### src/common/acc_pkg.sv
// converter control constants: register map, fields, resets, timing
// assumes a 32-bit axi4-lite slave with one register per aligned word
`default_nettype none
package acc_pkg;
    // register indices, byte address = 4 * index
    localparam logic [15:0] IDX_CTRL_FIRST  = 16'h000e; // converter_control_first
    localparam logic [15:0] IDX_CTRL_SECOND = 16'h000f; // converter_control_second
    localparam logic [15:0] IDX_RESULT      = 16'h0020; // conversion_result
    localparam logic [15:0] IDX_STATUS      = 16'h0021; // conversion_status
    localparam int          ADDR_W          = 8;        // byte address width
    localparam logic [7:0]  ADDR_CTRL_FIRST  = 8'h38;
    localparam logic [7:0]  ADDR_CTRL_SECOND = 8'h3c;
    localparam logic [7:0]  ADDR_RESULT      = 8'h80;
    localparam logic [7:0]  ADDR_STATUS      = 8'h84;
    // first control register fields
    localparam int          F1_START     = 7; // conversion_start_bit
    localparam int          F1_AIN_DIS   = 4; // analog_input_disable
    localparam logic [7:0]  F1_RESET     = 8'h10; // reset value
    localparam logic [7:0]  F1_FIXED     = 8'h20; // bit 5 reads one, bit 6 zero
    // second control register fields
    localparam int          F2_LADDER    = 5; // ladder_connection_control
    localparam logic [7:0]  F2_FIXED     = 8'h10; // bit 4 reads one
    localparam logic [7:0]  F2_RESET     = 8'h10;
    // status fields
    localparam int          ST_DONE      = 5;
    localparam int          ST_BUSY      = 4;
    // conversion times in block clock cycles
    localparam logic [10:0] T_CONV_000   = 11'd39;
    localparam logic [10:0] T_CONV_010   = 11'd78;
    localparam logic [10:0] T_CONV_011   = 11'd156;
    localparam logic [10:0] T_CONV_100   = 11'd312;
    localparam logic [10:0] T_CONV_101   = 11'd624;
    localparam logic [10:0] T_CONV_110   = 11'd1248;
    localparam logic [1:0]  RESP_OKAY    = 2'b00;
    localparam logic [1:0]  RESP_SLVERR  = 2'b10;
    // converter state
    typedef enum logic [0:0] {
        ACC_IDLE = 1'b0,
        ACC_CONV = 1'b1
    } acc_state_t;
endpackage : acc_pkg
`default_nettype wire

### src/rtl/acc_timer.sv
// conversion-time countdown, pulses when the time is up
// assumes load and abort share its clock
`default_nettype none
module acc_timer (
    // clock and reset
    input  wire logic       clk_i,
    input  wire logic       rst_n_i,
    // control
    input  wire logic       load_i,   // start a countdown
    input  wire logic       abort_i,  // cancel a running countdown
    input  wire logic [2:0] code_i,   // conversion time select
    // status
    output logic            done_o    // pulse when time is up
);
    import acc_pkg::*;

    logic [10:0] cnt_r;      // remaining cycles
    logic        run_r;      // countdown active
    logic [10:0] len;        // decoded length

    // decode time code, reserved codes give the shortest
    always_comb begin
        case (code_i)
            3'b010:  len = T_CONV_010;
            3'b011:  len = T_CONV_011;
            3'b100:  len = T_CONV_100;
            3'b101:  len = T_CONV_101;
            3'b110:  len = T_CONV_110;
            default: len = T_CONV_000;
        endcase
    end

    // count down the full time
    always_ff @(posedge clk_i) begin
        if (!rst_n_i || abort_i) begin
            run_r <= 1'b0;
            cnt_r <= 11'h000;
        end else if (load_i) begin
            run_r <= 1'b1;
            cnt_r <= len - 11'd1;
        end else if (run_r) begin
            if (cnt_r == 11'h000) begin
                run_r <= 1'b0;
            end else begin
                cnt_r <= cnt_r - 11'd1;
            end
        end
    end

    assign done_o = run_r && (cnt_r == 11'h000) && !abort_i;
endmodule : acc_timer
`default_nettype wire

### src/rtl/acc_top.sv
// converter control top: registers, conversion flow, low-power abort
// assumes the front end holds its 8-bit code on ADC_CODE_I
//
// Functional notes
// - start bit write begins selected channel conversion
// - start bit clears itself after conversion begins
// - busy set on start, cleared on finish/low-power
// - completion loads result, sets done, pulses interrupt
// - result appears only after selected time
// - reading result clears done flag
// - restart clears done, old result kept
// - status read-only, done bit5, busy bit4
// - status bits 7,6,3..0 undefined
// - second control bits 7,6 undefined
// - low-power entry aborts, resets control, result lost
// - after low-power, idle until new start
// - reference disconnected in low-power modes
// - result is unsigned 8-bit code
// - channel codes 0..7 map inputs, others reserved
// - time codes give 39..1248 fc cycles
// - ladder connects during conversion or always
// - control registers held at reset in low-power
//
// Our own choice: register access over AXI4-Lite.
`default_nettype none
module acc_top (
    // clock and reset
    input  wire logic                      CLK_I,
    input  wire logic                      RST_N_I,
    // axi4-lite write address
    input  wire logic [acc_pkg::ADDR_W-1:0] S_AXI_AWADDR_I,
    input  wire logic                      S_AXI_AWVALID_I,
    output logic                           S_AXI_AWREADY_O,
    // axi4-lite write data
    input  wire logic [31:0]               S_AXI_WDATA_I,
    input  wire logic [3:0]                S_AXI_WSTRB_I,
    input  wire logic                      S_AXI_WVALID_I,
    output logic                           S_AXI_WREADY_O,
    // axi4-lite write response
    output logic [1:0]                     S_AXI_BRESP_O,
    output logic                           S_AXI_BVALID_O,
    input  wire logic                      S_AXI_BREADY_I,
    // axi4-lite read address
    input  wire logic [acc_pkg::ADDR_W-1:0] S_AXI_ARADDR_I,
    input  wire logic                      S_AXI_ARVALID_I,
    output logic                           S_AXI_ARREADY_O,
    // axi4-lite read data
    output logic [31:0]                    S_AXI_RDATA_O,
    output logic [1:0]                     S_AXI_RRESP_O,
    output logic                           S_AXI_RVALID_O,
    input  wire logic                      S_AXI_RREADY_I,
    // power mode
    input  wire logic                      LOW_POWER_I,  // stop, slow or sleep active
    // analog front end
    input  wire logic [7:0]                ADC_CODE_I,   // comparator result code
    output logic [2:0]                     ADC_CHANNEL_O,  // analog input select
    output logic                           ADC_CHANNEL_VALID_O, // code not reserved
    output logic                           ADC_AIN_DISABLE_O,  // analog inputs disabled
    output logic                           ADC_SAMPLE_O,   // sample-and-hold active
    output logic                           LADDER_CONNECT_O, // ladder connected
    output logic                           VREF_CONNECT_O,   // reference connected
    // events
    output logic                           CONV_DONE_IRQ_O   // conversion_done_interrupt pulse
);
    import acc_pkg::*;

    ////////////////////////////////////////////////////////////////////////////
    // pin synchronisers
    logic [1:0] lp_sync_r;     // low-power sync chain
    logic [7:0] code_s1_r;     // code first stage
    logic [7:0] code_s2_r;     // code second stage
    logic       low_power;     // synchronised mode

    // two flops for the mode pin
    always_ff @(posedge CLK_I) begin
        if (!RST_N_I) begin
            lp_sync_r <= 2'b00;
        end else begin
            lp_sync_r <= {lp_sync_r[0], LOW_POWER_I};
        end
    end
    assign low_power = lp_sync_r[1];

    // two flops for the analog code
    always_ff @(posedge CLK_I) begin
        if (!RST_N_I) begin
            code_s1_r <= 8'h00;
            code_s2_r <= 8'h00;
        end else begin
            code_s1_r <= ADC_CODE_I;
            code_s2_r <= code_s1_r;
        end
    end

    ////////////////////////////////////////////////////////////////////////////
    // axi4-lite slave handshakes
    logic                aw_held_r;   // write address captured
    logic [ADDR_W-1:0]   aw_addr_r;   // captured write address
    logic                w_held_r;    // write data captured
    logic [31:0]         w_data_r;    // captured data
    logic [3:0]          w_strb_r;    // captured strobes
    logic                bvalid_r;    // write response pending
    logic [1:0]          bresp_r;     // write response code
    logic                rvalid_r;    // read data pending
    logic [31:0]         rdata_r;     // read data
    logic [1:0]          rresp_r;     // read response code
    logic                wr_go;       // write commits
    logic                rd_go;       // read commits
    logic                wr_hit_c1;   // write to first control
    logic                wr_hit_c2;   // write to second control
    logic                wr_map;      // write address mapped
    logic                rd_hit_res;  // read of result

    assign S_AXI_AWREADY_O = !aw_held_r && !bvalid_r;
    assign S_AXI_WREADY_O  = !w_held_r && !bvalid_r;
    assign S_AXI_ARREADY_O = !rvalid_r;
    assign S_AXI_BVALID_O  = bvalid_r;
    assign S_AXI_BRESP_O   = bresp_r;
    assign S_AXI_RVALID_O  = rvalid_r;
    assign S_AXI_RDATA_O   = rdata_r;
    assign S_AXI_RRESP_O   = rresp_r;
    assign wr_go = aw_held_r && w_held_r && !bvalid_r;
    assign rd_go = S_AXI_ARVALID_I && !rvalid_r;

    // capture address and data, any order
    always_ff @(posedge CLK_I) begin
        if (!RST_N_I) begin
            aw_held_r <= 1'b0;
            aw_addr_r <= '0;
            w_held_r  <= 1'b0;
            w_data_r  <= 32'h0000_0000;
            w_strb_r  <= 4'h0;
        end else begin
            if (S_AXI_AWVALID_I && S_AXI_AWREADY_O) begin
                aw_held_r <= 1'b1;
                aw_addr_r <= S_AXI_AWADDR_I;
            end else if (wr_go) begin
                aw_held_r <= 1'b0;
            end
            if (S_AXI_WVALID_I && S_AXI_WREADY_O) begin
                w_held_r <= 1'b1;
                w_data_r <= S_AXI_WDATA_I;
                w_strb_r <= S_AXI_WSTRB_I;
            end else if (wr_go) begin
                w_held_r <= 1'b0;
            end
        end
    end

    // write address decode
    always_comb begin
        wr_hit_c1 = 1'b0;
        wr_hit_c2 = 1'b0;
        wr_map    = 1'b1;
        if (aw_addr_r == ADDR_CTRL_FIRST) begin
            wr_hit_c1 = wr_go && w_strb_r[0];
        end else if (aw_addr_r == ADDR_CTRL_SECOND) begin
            wr_hit_c2 = wr_go && w_strb_r[0];
        end else if (aw_addr_r == ADDR_RESULT || aw_addr_r == ADDR_STATUS) begin
            wr_map = 1'b1; // read-only, write dropped
        end else begin
            wr_map = 1'b0;
        end
    end

    // write response
    always_ff @(posedge CLK_I) begin
        if (!RST_N_I) begin
            bvalid_r <= 1'b0;
            bresp_r  <= RESP_OKAY;
        end else if (wr_go) begin
            bvalid_r <= 1'b1;
            bresp_r  <= wr_map ? RESP_OKAY : RESP_SLVERR;
        end else if (S_AXI_BREADY_I) begin
            bvalid_r <= 1'b0;
        end
    end

    ////////////////////////////////////////////////////////////////////////////
    // control registers and converter state
    acc_state_t  state_r;      // idle or converting
    logic [3:0]  chan_r;       // channel_select
    logic        ain_dis_r;    // analog_input_disable
    logic [2:0]  time_r;       // conversion time select
    logic        ladder_r;     // ladder_connection_control
    logic [7:0]  result_r;     // conversion_result
    logic        done_r;       // conversion_done_flag
    logic        irq_r;        // interrupt pulse
    logic        start;        // accepted start request
    logic        finish;       // countdown elapsed

    // start only from idle
    assign start = wr_hit_c1 && w_data_r[F1_START] && (state_r == ACC_IDLE) && !low_power;

    // countdown of the selected time
    acc_timer i_acc_timer (
        .clk_i   (CLK_I),
        .rst_n_i (RST_N_I),
        .load_i  (start),
        .abort_i (low_power),
        .code_i  (time_r),
        .done_o  (finish)
    );

    // first control register
    always_ff @(posedge CLK_I) begin
        if (!RST_N_I || low_power) begin
            chan_r    <= F1_RESET[3:0];
            ain_dis_r <= F1_RESET[F1_AIN_DIS];
        end else if (wr_hit_c1) begin
            chan_r    <= w_data_r[3:0];
            ain_dis_r <= w_data_r[F1_AIN_DIS];
        end
    end

    // second control register
    always_ff @(posedge CLK_I) begin
        if (!RST_N_I || low_power) begin
            time_r   <= F2_RESET[3:1];
            ladder_r <= F2_RESET[F2_LADDER];
        end else if (wr_hit_c2) begin
            time_r   <= w_data_r[3:1];
            ladder_r <= w_data_r[F2_LADDER];
        end
    end

    // busy state machine
    always_ff @(posedge CLK_I) begin
        if (!RST_N_I || low_power) begin
            state_r <= ACC_IDLE;
        end else begin
            case (state_r)
                ACC_IDLE: begin
                    if (start) begin
                        state_r <= ACC_CONV;
                    end
                end
                ACC_CONV: begin
                    if (finish) begin
                        state_r <= ACC_IDLE;
                    end
                end
                default: state_r <= ACC_IDLE;
            endcase
        end
    end

    // result register
    always_ff @(posedge CLK_I) begin
        if (!RST_N_I || low_power) begin
            result_r <= 8'h00;
        end else if (finish) begin
            result_r <= code_s2_r;
        end
    end

    // done flag: completion wins over a result read
    always_ff @(posedge CLK_I) begin
        if (!RST_N_I || low_power) begin
            done_r <= 1'b0;
        end else if (finish) begin
            done_r <= 1'b1;
        end else if (start) begin
            done_r <= 1'b0;
        end else if (rd_go && rd_hit_res) begin
            done_r <= 1'b0;
        end
    end

    // interrupt pulse on completion
    always_ff @(posedge CLK_I) begin
        if (!RST_N_I) begin
            irq_r <= 1'b0;
        end else begin
            irq_r <= finish;
        end
    end

    ////////////////////////////////////////////////////////////////////////////
    // read path
    logic [31:0] rd_word;      // decoded read value
    logic        rd_map;       // read address mapped

    // read address decode
    always_comb begin
        rd_word    = 32'h0000_0000;
        rd_map     = 1'b1;
        rd_hit_res = 1'b0;
        if (S_AXI_ARADDR_I == ADDR_CTRL_FIRST) begin
            // start bit always reads zero once taken
            rd_word[7:0] = F1_FIXED | {3'b000, ain_dis_r, chan_r};
        end else if (S_AXI_ARADDR_I == ADDR_CTRL_SECOND) begin
            // bits 7,6 undefined, driven zero
            rd_word[7:0] = F2_FIXED | {2'b00, ladder_r, 1'b0, time_r, 1'b0};
        end else if (S_AXI_ARADDR_I == ADDR_RESULT) begin
            rd_word[7:0] = result_r;
            rd_hit_res   = 1'b1;
        end else if (S_AXI_ARADDR_I == ADDR_STATUS) begin
            // undefined bits driven zero
            rd_word[ST_DONE] = done_r;
            rd_word[ST_BUSY] = (state_r == ACC_CONV);
        end else begin
            rd_map = 1'b0;
        end
    end

    // read data register
    always_ff @(posedge CLK_I) begin
        if (!RST_N_I) begin
            rvalid_r <= 1'b0;
            rdata_r  <= 32'h0000_0000;
            rresp_r  <= RESP_OKAY;
        end else if (rd_go) begin
            rvalid_r <= 1'b1;
            rdata_r  <= rd_word;
            rresp_r  <= rd_map ? RESP_OKAY : RESP_SLVERR;
        end else if (S_AXI_RREADY_I) begin
            rvalid_r <= 1'b0;
        end
    end

    ////////////////////////////////////////////////////////////////////////////
    // analog front-end controls
    logic [2:0] chan_out_r;    // registered channel select
    logic       chan_ok_r;     // registered channel valid
    logic       ladder_out_r;  // registered ladder connect
    logic       vref_out_r;    // registered reference connect
    logic       sample_r;      // registered sample enable
    logic       ain_out_r;     // registered input disable

    // analog controls from flops
    always_ff @(posedge CLK_I) begin
        if (!RST_N_I) begin
            chan_out_r   <= 3'b000;
            chan_ok_r    <= 1'b0;
            ladder_out_r <= 1'b0;
            vref_out_r   <= 1'b0;
            sample_r     <= 1'b0;
            ain_out_r    <= 1'b1;
        end else begin
            chan_out_r   <= chan_r[2:0];
            chan_ok_r    <= !chan_r[3];
            ladder_out_r <= !low_power && (ladder_r || state_r == ACC_CONV);
            vref_out_r   <= !low_power && (ladder_r || state_r == ACC_CONV);
            sample_r     <= (state_r == ACC_CONV) && !low_power;
            ain_out_r    <= ain_dis_r;
        end
    end

    assign ADC_CHANNEL_O       = chan_out_r;
    assign ADC_CHANNEL_VALID_O = chan_ok_r;
    assign ADC_AIN_DISABLE_O   = ain_out_r;
    assign ADC_SAMPLE_O        = sample_r;
    assign LADDER_CONNECT_O    = ladder_out_r;
    assign VREF_CONNECT_O      = vref_out_r;
    assign CONV_DONE_IRQ_O     = irq_r;
endmodule : acc_top
`default_nettype wire

### config.mk
export PLATFORM = sky130hd
export DESIGN_NAME = acc_top
export DESIGN_NICKNAME = d
export VERILOG_FILES = /design/src/common/acc_pkg.sv /design/src/rtl/acc_timer.sv /design/src/rtl/acc_top.sv
export SDC_FILE = /design/constraint.sdc
export NUM_CORES = 1
export LEC_CHECK = 0
export BUFFER_PORTS_ARGS = -buffer_cell sky130_fd_sc_hd__buf_2
export CORE_ASPECT_RATIO = 0.5
export CORE_UTILIZATION = 51
export CTS_CLUSTER_DIAMETER = 30
export DETAILED_ROUTE_END_ITERATION = 10
export GPL_TIMING_DRIVEN = 0
export HOLD_SLACK_MARGIN = 0.05
export PLACE_DENSITY = 0.8
export RECOVER_POWER = 25
export SLEW_MARGIN = 20
export SYNTH_ARGS = -nofsm -noshare
export SYNTH_HDL_FRONTEND = slang
export SYNTH_SLANG_ARGS = --single-unit
### constraint.sdc
create_clock -name CLK_I -period 3.5 [get_ports CLK_I]
set_input_delay 0.875 -clock CLK_I [delete_from_list [all_inputs] [get_ports CLK_I]]
set_output_delay 0.875 -clock CLK_I [all_outputs]
set_load 0.01 [all_outputs]
After elaboration in Yosys (flattened, before gate mapping)
Index checks and enable logic that the tools add are counted.
W data, S select, Z words.

word-level totals
  input bits = 68
  bits in registers = 90
  logic and storage cells = 120
  output and inout bits = 50

operators by class
  reduce and logical (&&, ||, !) cells = 34
  eq/ne operators = 14
  $add $sub $neg = 2
  bitwise gates (word level) = 1
  muxes and demuxes = 41

operators with widths
  cell                     count
  $pmux W11 S5             1
  $mux W11                 3
  $eq A8 B6 Y1 const B     4
  $eq A8 B8 Y1 const B     4
  $mux W1                  28
  $sub A11 B1 Y11 const B  2
  $logic_and A1 B1 Y1      16
  $mux W8                  2
  $logic_not A11 Y1        1
  $mux W2                  5
  $reduce_bool A2 Y1       5
  $eq A3 B3 Y1 const B     3
  $logic_not A1 Y1         7
  $eq A3 B2 Y1 const B     2
  $mux W4                  1
  $logic_or A1 B1 Y1       3
  $reduce_bool A3 Y1       1
  $ne A2 B1 Y1 const B     1
  $pmux W1 S2              1
  $reduce_and A2 Y1        1
  $not A1 Y1               1

Logic depth before layout (Yosys ltp)
  word-level depth = 9
  mapped depth = 12
  depth with buffers taken out = 11

Modules after synthesis
A second synthesis with hierarchy kept.

unflattened totals
  cells, all modules = 427
  area total of the unflattened synthesis = 3,787.4 sq um

modules (own cells, without submodules)
  module     sequential area each (sq um)  times used  cells each  area an instance (sq um)
  acc_top    1,501.4                       1           311         2,901.5
  acc_timer  240.2                         1           116         885.8

Least setup slack after synthesis
Ideal clock, no wire load.

  path type = register to register
  start point = register bvalid_r, in the netlist S_AXI_BVALID_O
  end point = register i_acc_timer.cnt_r[8]
  period minus slack after synthesis = 2,909 ps
  data required time = 3,399 ps
  library setup time = 101 ps
  stages on the path, launching flop included = 12
  data arrival time = 2,808 ps
  setup slack = 591 ps
  path buffers = 1
  path through = dfxtp_1 -> and3b_1 -> nand4_4 -> or2_0 -> buf_2 -> a21oi_1 -> ha_1 -> nand2_1 -> or3_1 -> or4_1 -> a211o_1 -> o41ai_1

on the way
  longest elaborated chain between the ends = 9
  elaborated cells between the ends (all ways) = 11
  those cells by class = eq/ne (1); mux (2); reduce/logical (8)

RTL lines
  item                                                                        line             RTL
  start, declared                                                             acc_top.sv:102   logic bvalid_r;
  start signal, assigned                                                      acc_top.sv:169   bvalid_r <= 1'b0;
  start signal, assigned                                                      acc_top.sv:172   bvalid_r <= 1'b1;
  start signal, assigned                                                      acc_top.sv:175   bvalid_r <= 1'b0;
  $logic_not A1 Y1 *                                                          acc_top.sv:122   assign wr_go = aw_held_r && w_held_r && !bvalid_r;
  $logic_and A1 B1 Y1 *                                                       acc_top.sv:122
  $logic_and A1 B1 Y1 *                                                       acc_top.sv:156   wr_hit_c1 = wr_go && w_strb_r[0];
  $mux W1 *                                                                   acc_top.sv:155   if (aw_addr_r == ADDR_CTRL_FIRST) begin
  $logic_and A1 B1 Y1 * (3 in a row)                                          acc_top.sv:193   assign start = wr_hit_c1 && w_data_r[F1_START] && (state_r == ACC_IDLE) && !low_power;
  $ne A2 B1 Y1 (no source line) / $reduce_bool A2 Y1 (equally long branches)  -
  $reduce_and A2 Y1 (no source line)                                          -
  end signal, assigned                                                        acc_timer.sv:40  cnt_r <= len - 11'd1;
  end signal, assigned                                                        acc_timer.sv:45  cnt_r <= cnt_r - 11'd1;
  end, declared                                                               acc_timer.sv:17  logic [10:0] cnt_r;

Every way passes the cells marked *; elsewhere a longest branch is shown, timed or not.
A chain may end at the register's enable or synchronous reset.

Final worst setup path
Same ends and word-level chain as after synthesis.

==> flow_metrics.env <==
export IMPL_antenna_cells=0
export IMPL_yosysTopAreaCellShare=0.467
export IMPL_syn_avg_cell_area_um2=9.07
export IMPL_yosysTopAreaCell="dfxtp_1"
export IMPL_required_ns=3.74
export IMPL_postCtsSetupRepairBufs=0
export IMPL_slew_headroom=0.444
export IMPL_crit_arrival_ns=3.52
export IMPL_yosysSeqAreaShare=0.467
export IMPL_layout_drive_gt1_share=0.224
export IMPL_layout_worst_path_cycle_share=0.938
export IMPL_die_area_um2=7680
export IMPL_die_w_um=123
export IMPL_grt_max_degree=15
export IMPL_fin_skew_ns=0.00812
export IMPL_io_buffers=61
export IMPL_cts_buffer_depth=2
export IMPL_synth_area_leaders="dfxtp_1 47%, buf_4 5.4%, nand2_1 5.1%, mux2i_1 5.1%, and2_1 4.4%"
export IMPL_cts_tree="done"
export IMPL_power_mw=2.15
export IMPL_viasPerCell=5.10
export IMPL_synth_ff_latch_count=87
export IMPL_synth_top_flop_cell="dfxtp_1"
export IMPL_finalNetCount=577
export IMPL_synth_edf_count=0
export IMPL_holdBufCountCts=0
export IMPL_start_kind="flop"
export IMPL_cts_root_buf="clkbuf_16"
export IMPL_synth_cell_types=54
export IMPL_clk_pin_slew_ns=0.06
export IMPL_yosysWarnings=0
export IMPL_core_area_um2=6880
export IMPL_post_synth_top_count_cell="dfxtp_1"
export IMPL_max_freq_mhz=305
export IMPL_area_growth_pct=21.9
export IMPL_regArea_um2=1740
export IMPL_syn_inst=411
export IMPL_nFillCells=587
export IMPL_drc=0
export IMPL_multiInputGateArea_um2=1780
export IMPL_path_class="reg -> reg"
export IMPL_worstSkewPairLatency_ns=0.34
export IMPL_grt_antenna_before_repair=0
export IMPL_utilization=0.660
export IMPL_drt_pass1_iter_count=4
export IMPL_outcome="completed"
export IMPL_wl_um=8020
export IMPL_grt_setup_unrepaired="no"
export IMPL_cp_end_kind="flop"
export IMPL_wl_per_cell_um=13.3
export IMPL_vias=3088
export IMPL_start_util=0.542
export IMPL_drtIter0Drc=184
export IMPL_numCtsBuffers=9
export IMPL_min_period_ns=3.28
export IMPL_p_leak_nw=2.03
export IMPL_worst_slew_pin_slew_ns=0.832
export IMPL_grt_pass1_vias=2848
export IMPL_setup_viol=0
export IMPL_ys_top_cells_by_count="87 x dfxtp_1, 51 x nand2_1, 39 x nor2_1, 27 x buf_4, 26 x and2_1"
export IMPL_critPathMaxFanout=10
export IMPL_grt_use_total=0.226
export IMPL_pin_count=118
export IMPL_fp_dieH_um=62.5
export IMPL_overflow=0
export IMPL_syn_area_um2=3730
export IMPL_ant_nets=0
export IMPL_p_per_area_nw_per_um2=474
export IMPL_holdWs_ns=0.433
export IMPL_grt_pass1_wl_um=13300
export IMPL_post_cts_resized=0
export IMPL_h_tree_depth=3
export IMPL_place_hpwl_um=5760
export IMPL_drv_cap=0
export IMPL_slew_viol_final=0
export IMPL_finalSetupTns_ns=0
export IMPL_synth_async_sr_flop_share=0
export IMPL_rows=21
export IMPL_gp_congestion=0.778
export IMPL_clock_sinks=87
export IMPL_ir_drop_v=0.000296
export IMPL_hold_class="reg -> reg"
export IMPL_final_hold_viol_count=0
[placed cells by master (no fill, tap or decap), types with 3 or more instances in the layout]
| master | instances |
|---|---|
| dfxtp_1 | 87 |
| buf_2 | 63 |
| nand2_1 | 51 |
| nor2_1 | 39 |
| buf_4 | 27 |
| conb_1 | 26 |
| clkbuf_1 | 19 |
| mux2i_1 | 19 |
| and2_1 | 16 |
| a21oi_1 | 12 |
| a21boi_1 | 11 |
| and2_0 | 10 |
| nor2b_1 | 9 |
| clkbuf_16 | 9 |
| a21boi_0 | 8 |
| inv_1 | 7 |
| a211oi_1 | 7 |
| o21ai_1 | 7 |
| nor3_1 | 6 |
| nand3_1 | 6 |
| a22oi_1 | 6 |
| o21ai_0 | 5 |
| xnor2_1 | 4 |
| nand4_1 | 4 |
| xor2_1 | 3 |
| nor4_1 | 3 |
| a31oi_1 | 3 |
[worst paths after layout]
kind	start	end	slack, ns	cells past startpoint
worst max-delay path	S_AXI_BVALID_O$_SDFFE_PN0P_	i_acc_timer.cnt_r[8]$_SDFFE_PP0P_	0.22	11
worst min-delay path	code_s1_r[6]$_SDFF_PN0_	code_s2_r[6]$_SDFF_PN0_	0.43	1
worst max register to register	S_AXI_BVALID_O$_SDFFE_PN0P_	i_acc_timer.cnt_r[8]$_SDFFE_PP0P_	0.22	11
worst min register to register	code_s1_r[6]$_SDFF_PN0_	code_s2_r[6]$_SDFF_PN0_	0.43	1
[state kept, by name, indices dropped and copies added (netlist names), 2 cells and up]
signal	count
i_acc_timer.cnt_r	11
S_AXI_RDATA_O	8
aw_addr_r	8
code_s1_r	8
code_s2_r	8
result_r	8
w_data_r	7
chan_r	4
ADC_CHANNEL_O	3
time_r	3
lp_sync_r	2
[routing by layer]
metal	global-route usage	part of all wire	vias up
met4	0.0823	0.015	0
li1	-	-	1554
met2	0.369	0.47	100
met3	0.0584	0.071	12
met5	0	0	-
met1	0.286	0.44	1422
[cell families after synthesis]
family	after synthesis	share of synthesized area
buffers and inverters	53	0.0812
other	1	0.00101
flip-flops	87	0.467
AND/OR/NAND/NOR	168	0.238
adder cells (fa/ha/maj)	1	0.00336
multiplexers	19	0.0510
XOR/XNOR	7	0.0164
AO/OA/AOI/OAI	75	0.142
[through the flow]
step	worst slack (ns)	cell area, um2	instances
6_report	0.218	4540	605
5_1_grt	0.00943	4540	605
4_1_cts	0.219	4540	605
3_5_place_dp	0.291	4240	589
3_3_place_gp	0.341	4240	589
2_1_floorplan	0.591	3820	436
[report_power, final]
group | internal, mW | leakage, nW | switching [mW]
clock | 0.575 | 0.143 | 0.385
combinational | 0.0704 | 1.18 | 0.0893
sequential | 1.02 | 0.709 | 0.0156
total | 1.66 | 2.03 | 0.490
[cell type report]
type	count	area share
buffer	46	0.0608
clock buffer	12	0.0542
clock inverter	4	0.0121
inverter	7	0.00578
multi-input combinational	296	0.391
sequential	87	0.383
tap	92	0.0253
timing repair buffer	61	0.0672
[critical path, stage by stage (launching register included)]
cell and delay [ns]:
dfxtp_1 0.37, and3b_1 0.36, nand4_4 0.22, or2_0 0.25
buf_2 0.18, a21oi_1 0.17, ha_1 0.24, nand2_1 0.11
or3_1 0.41, or4_1 0.53, a211o_1 0.28, o41ai_1 0.06
Note: power is estimated with default switching activity, not from simulation.
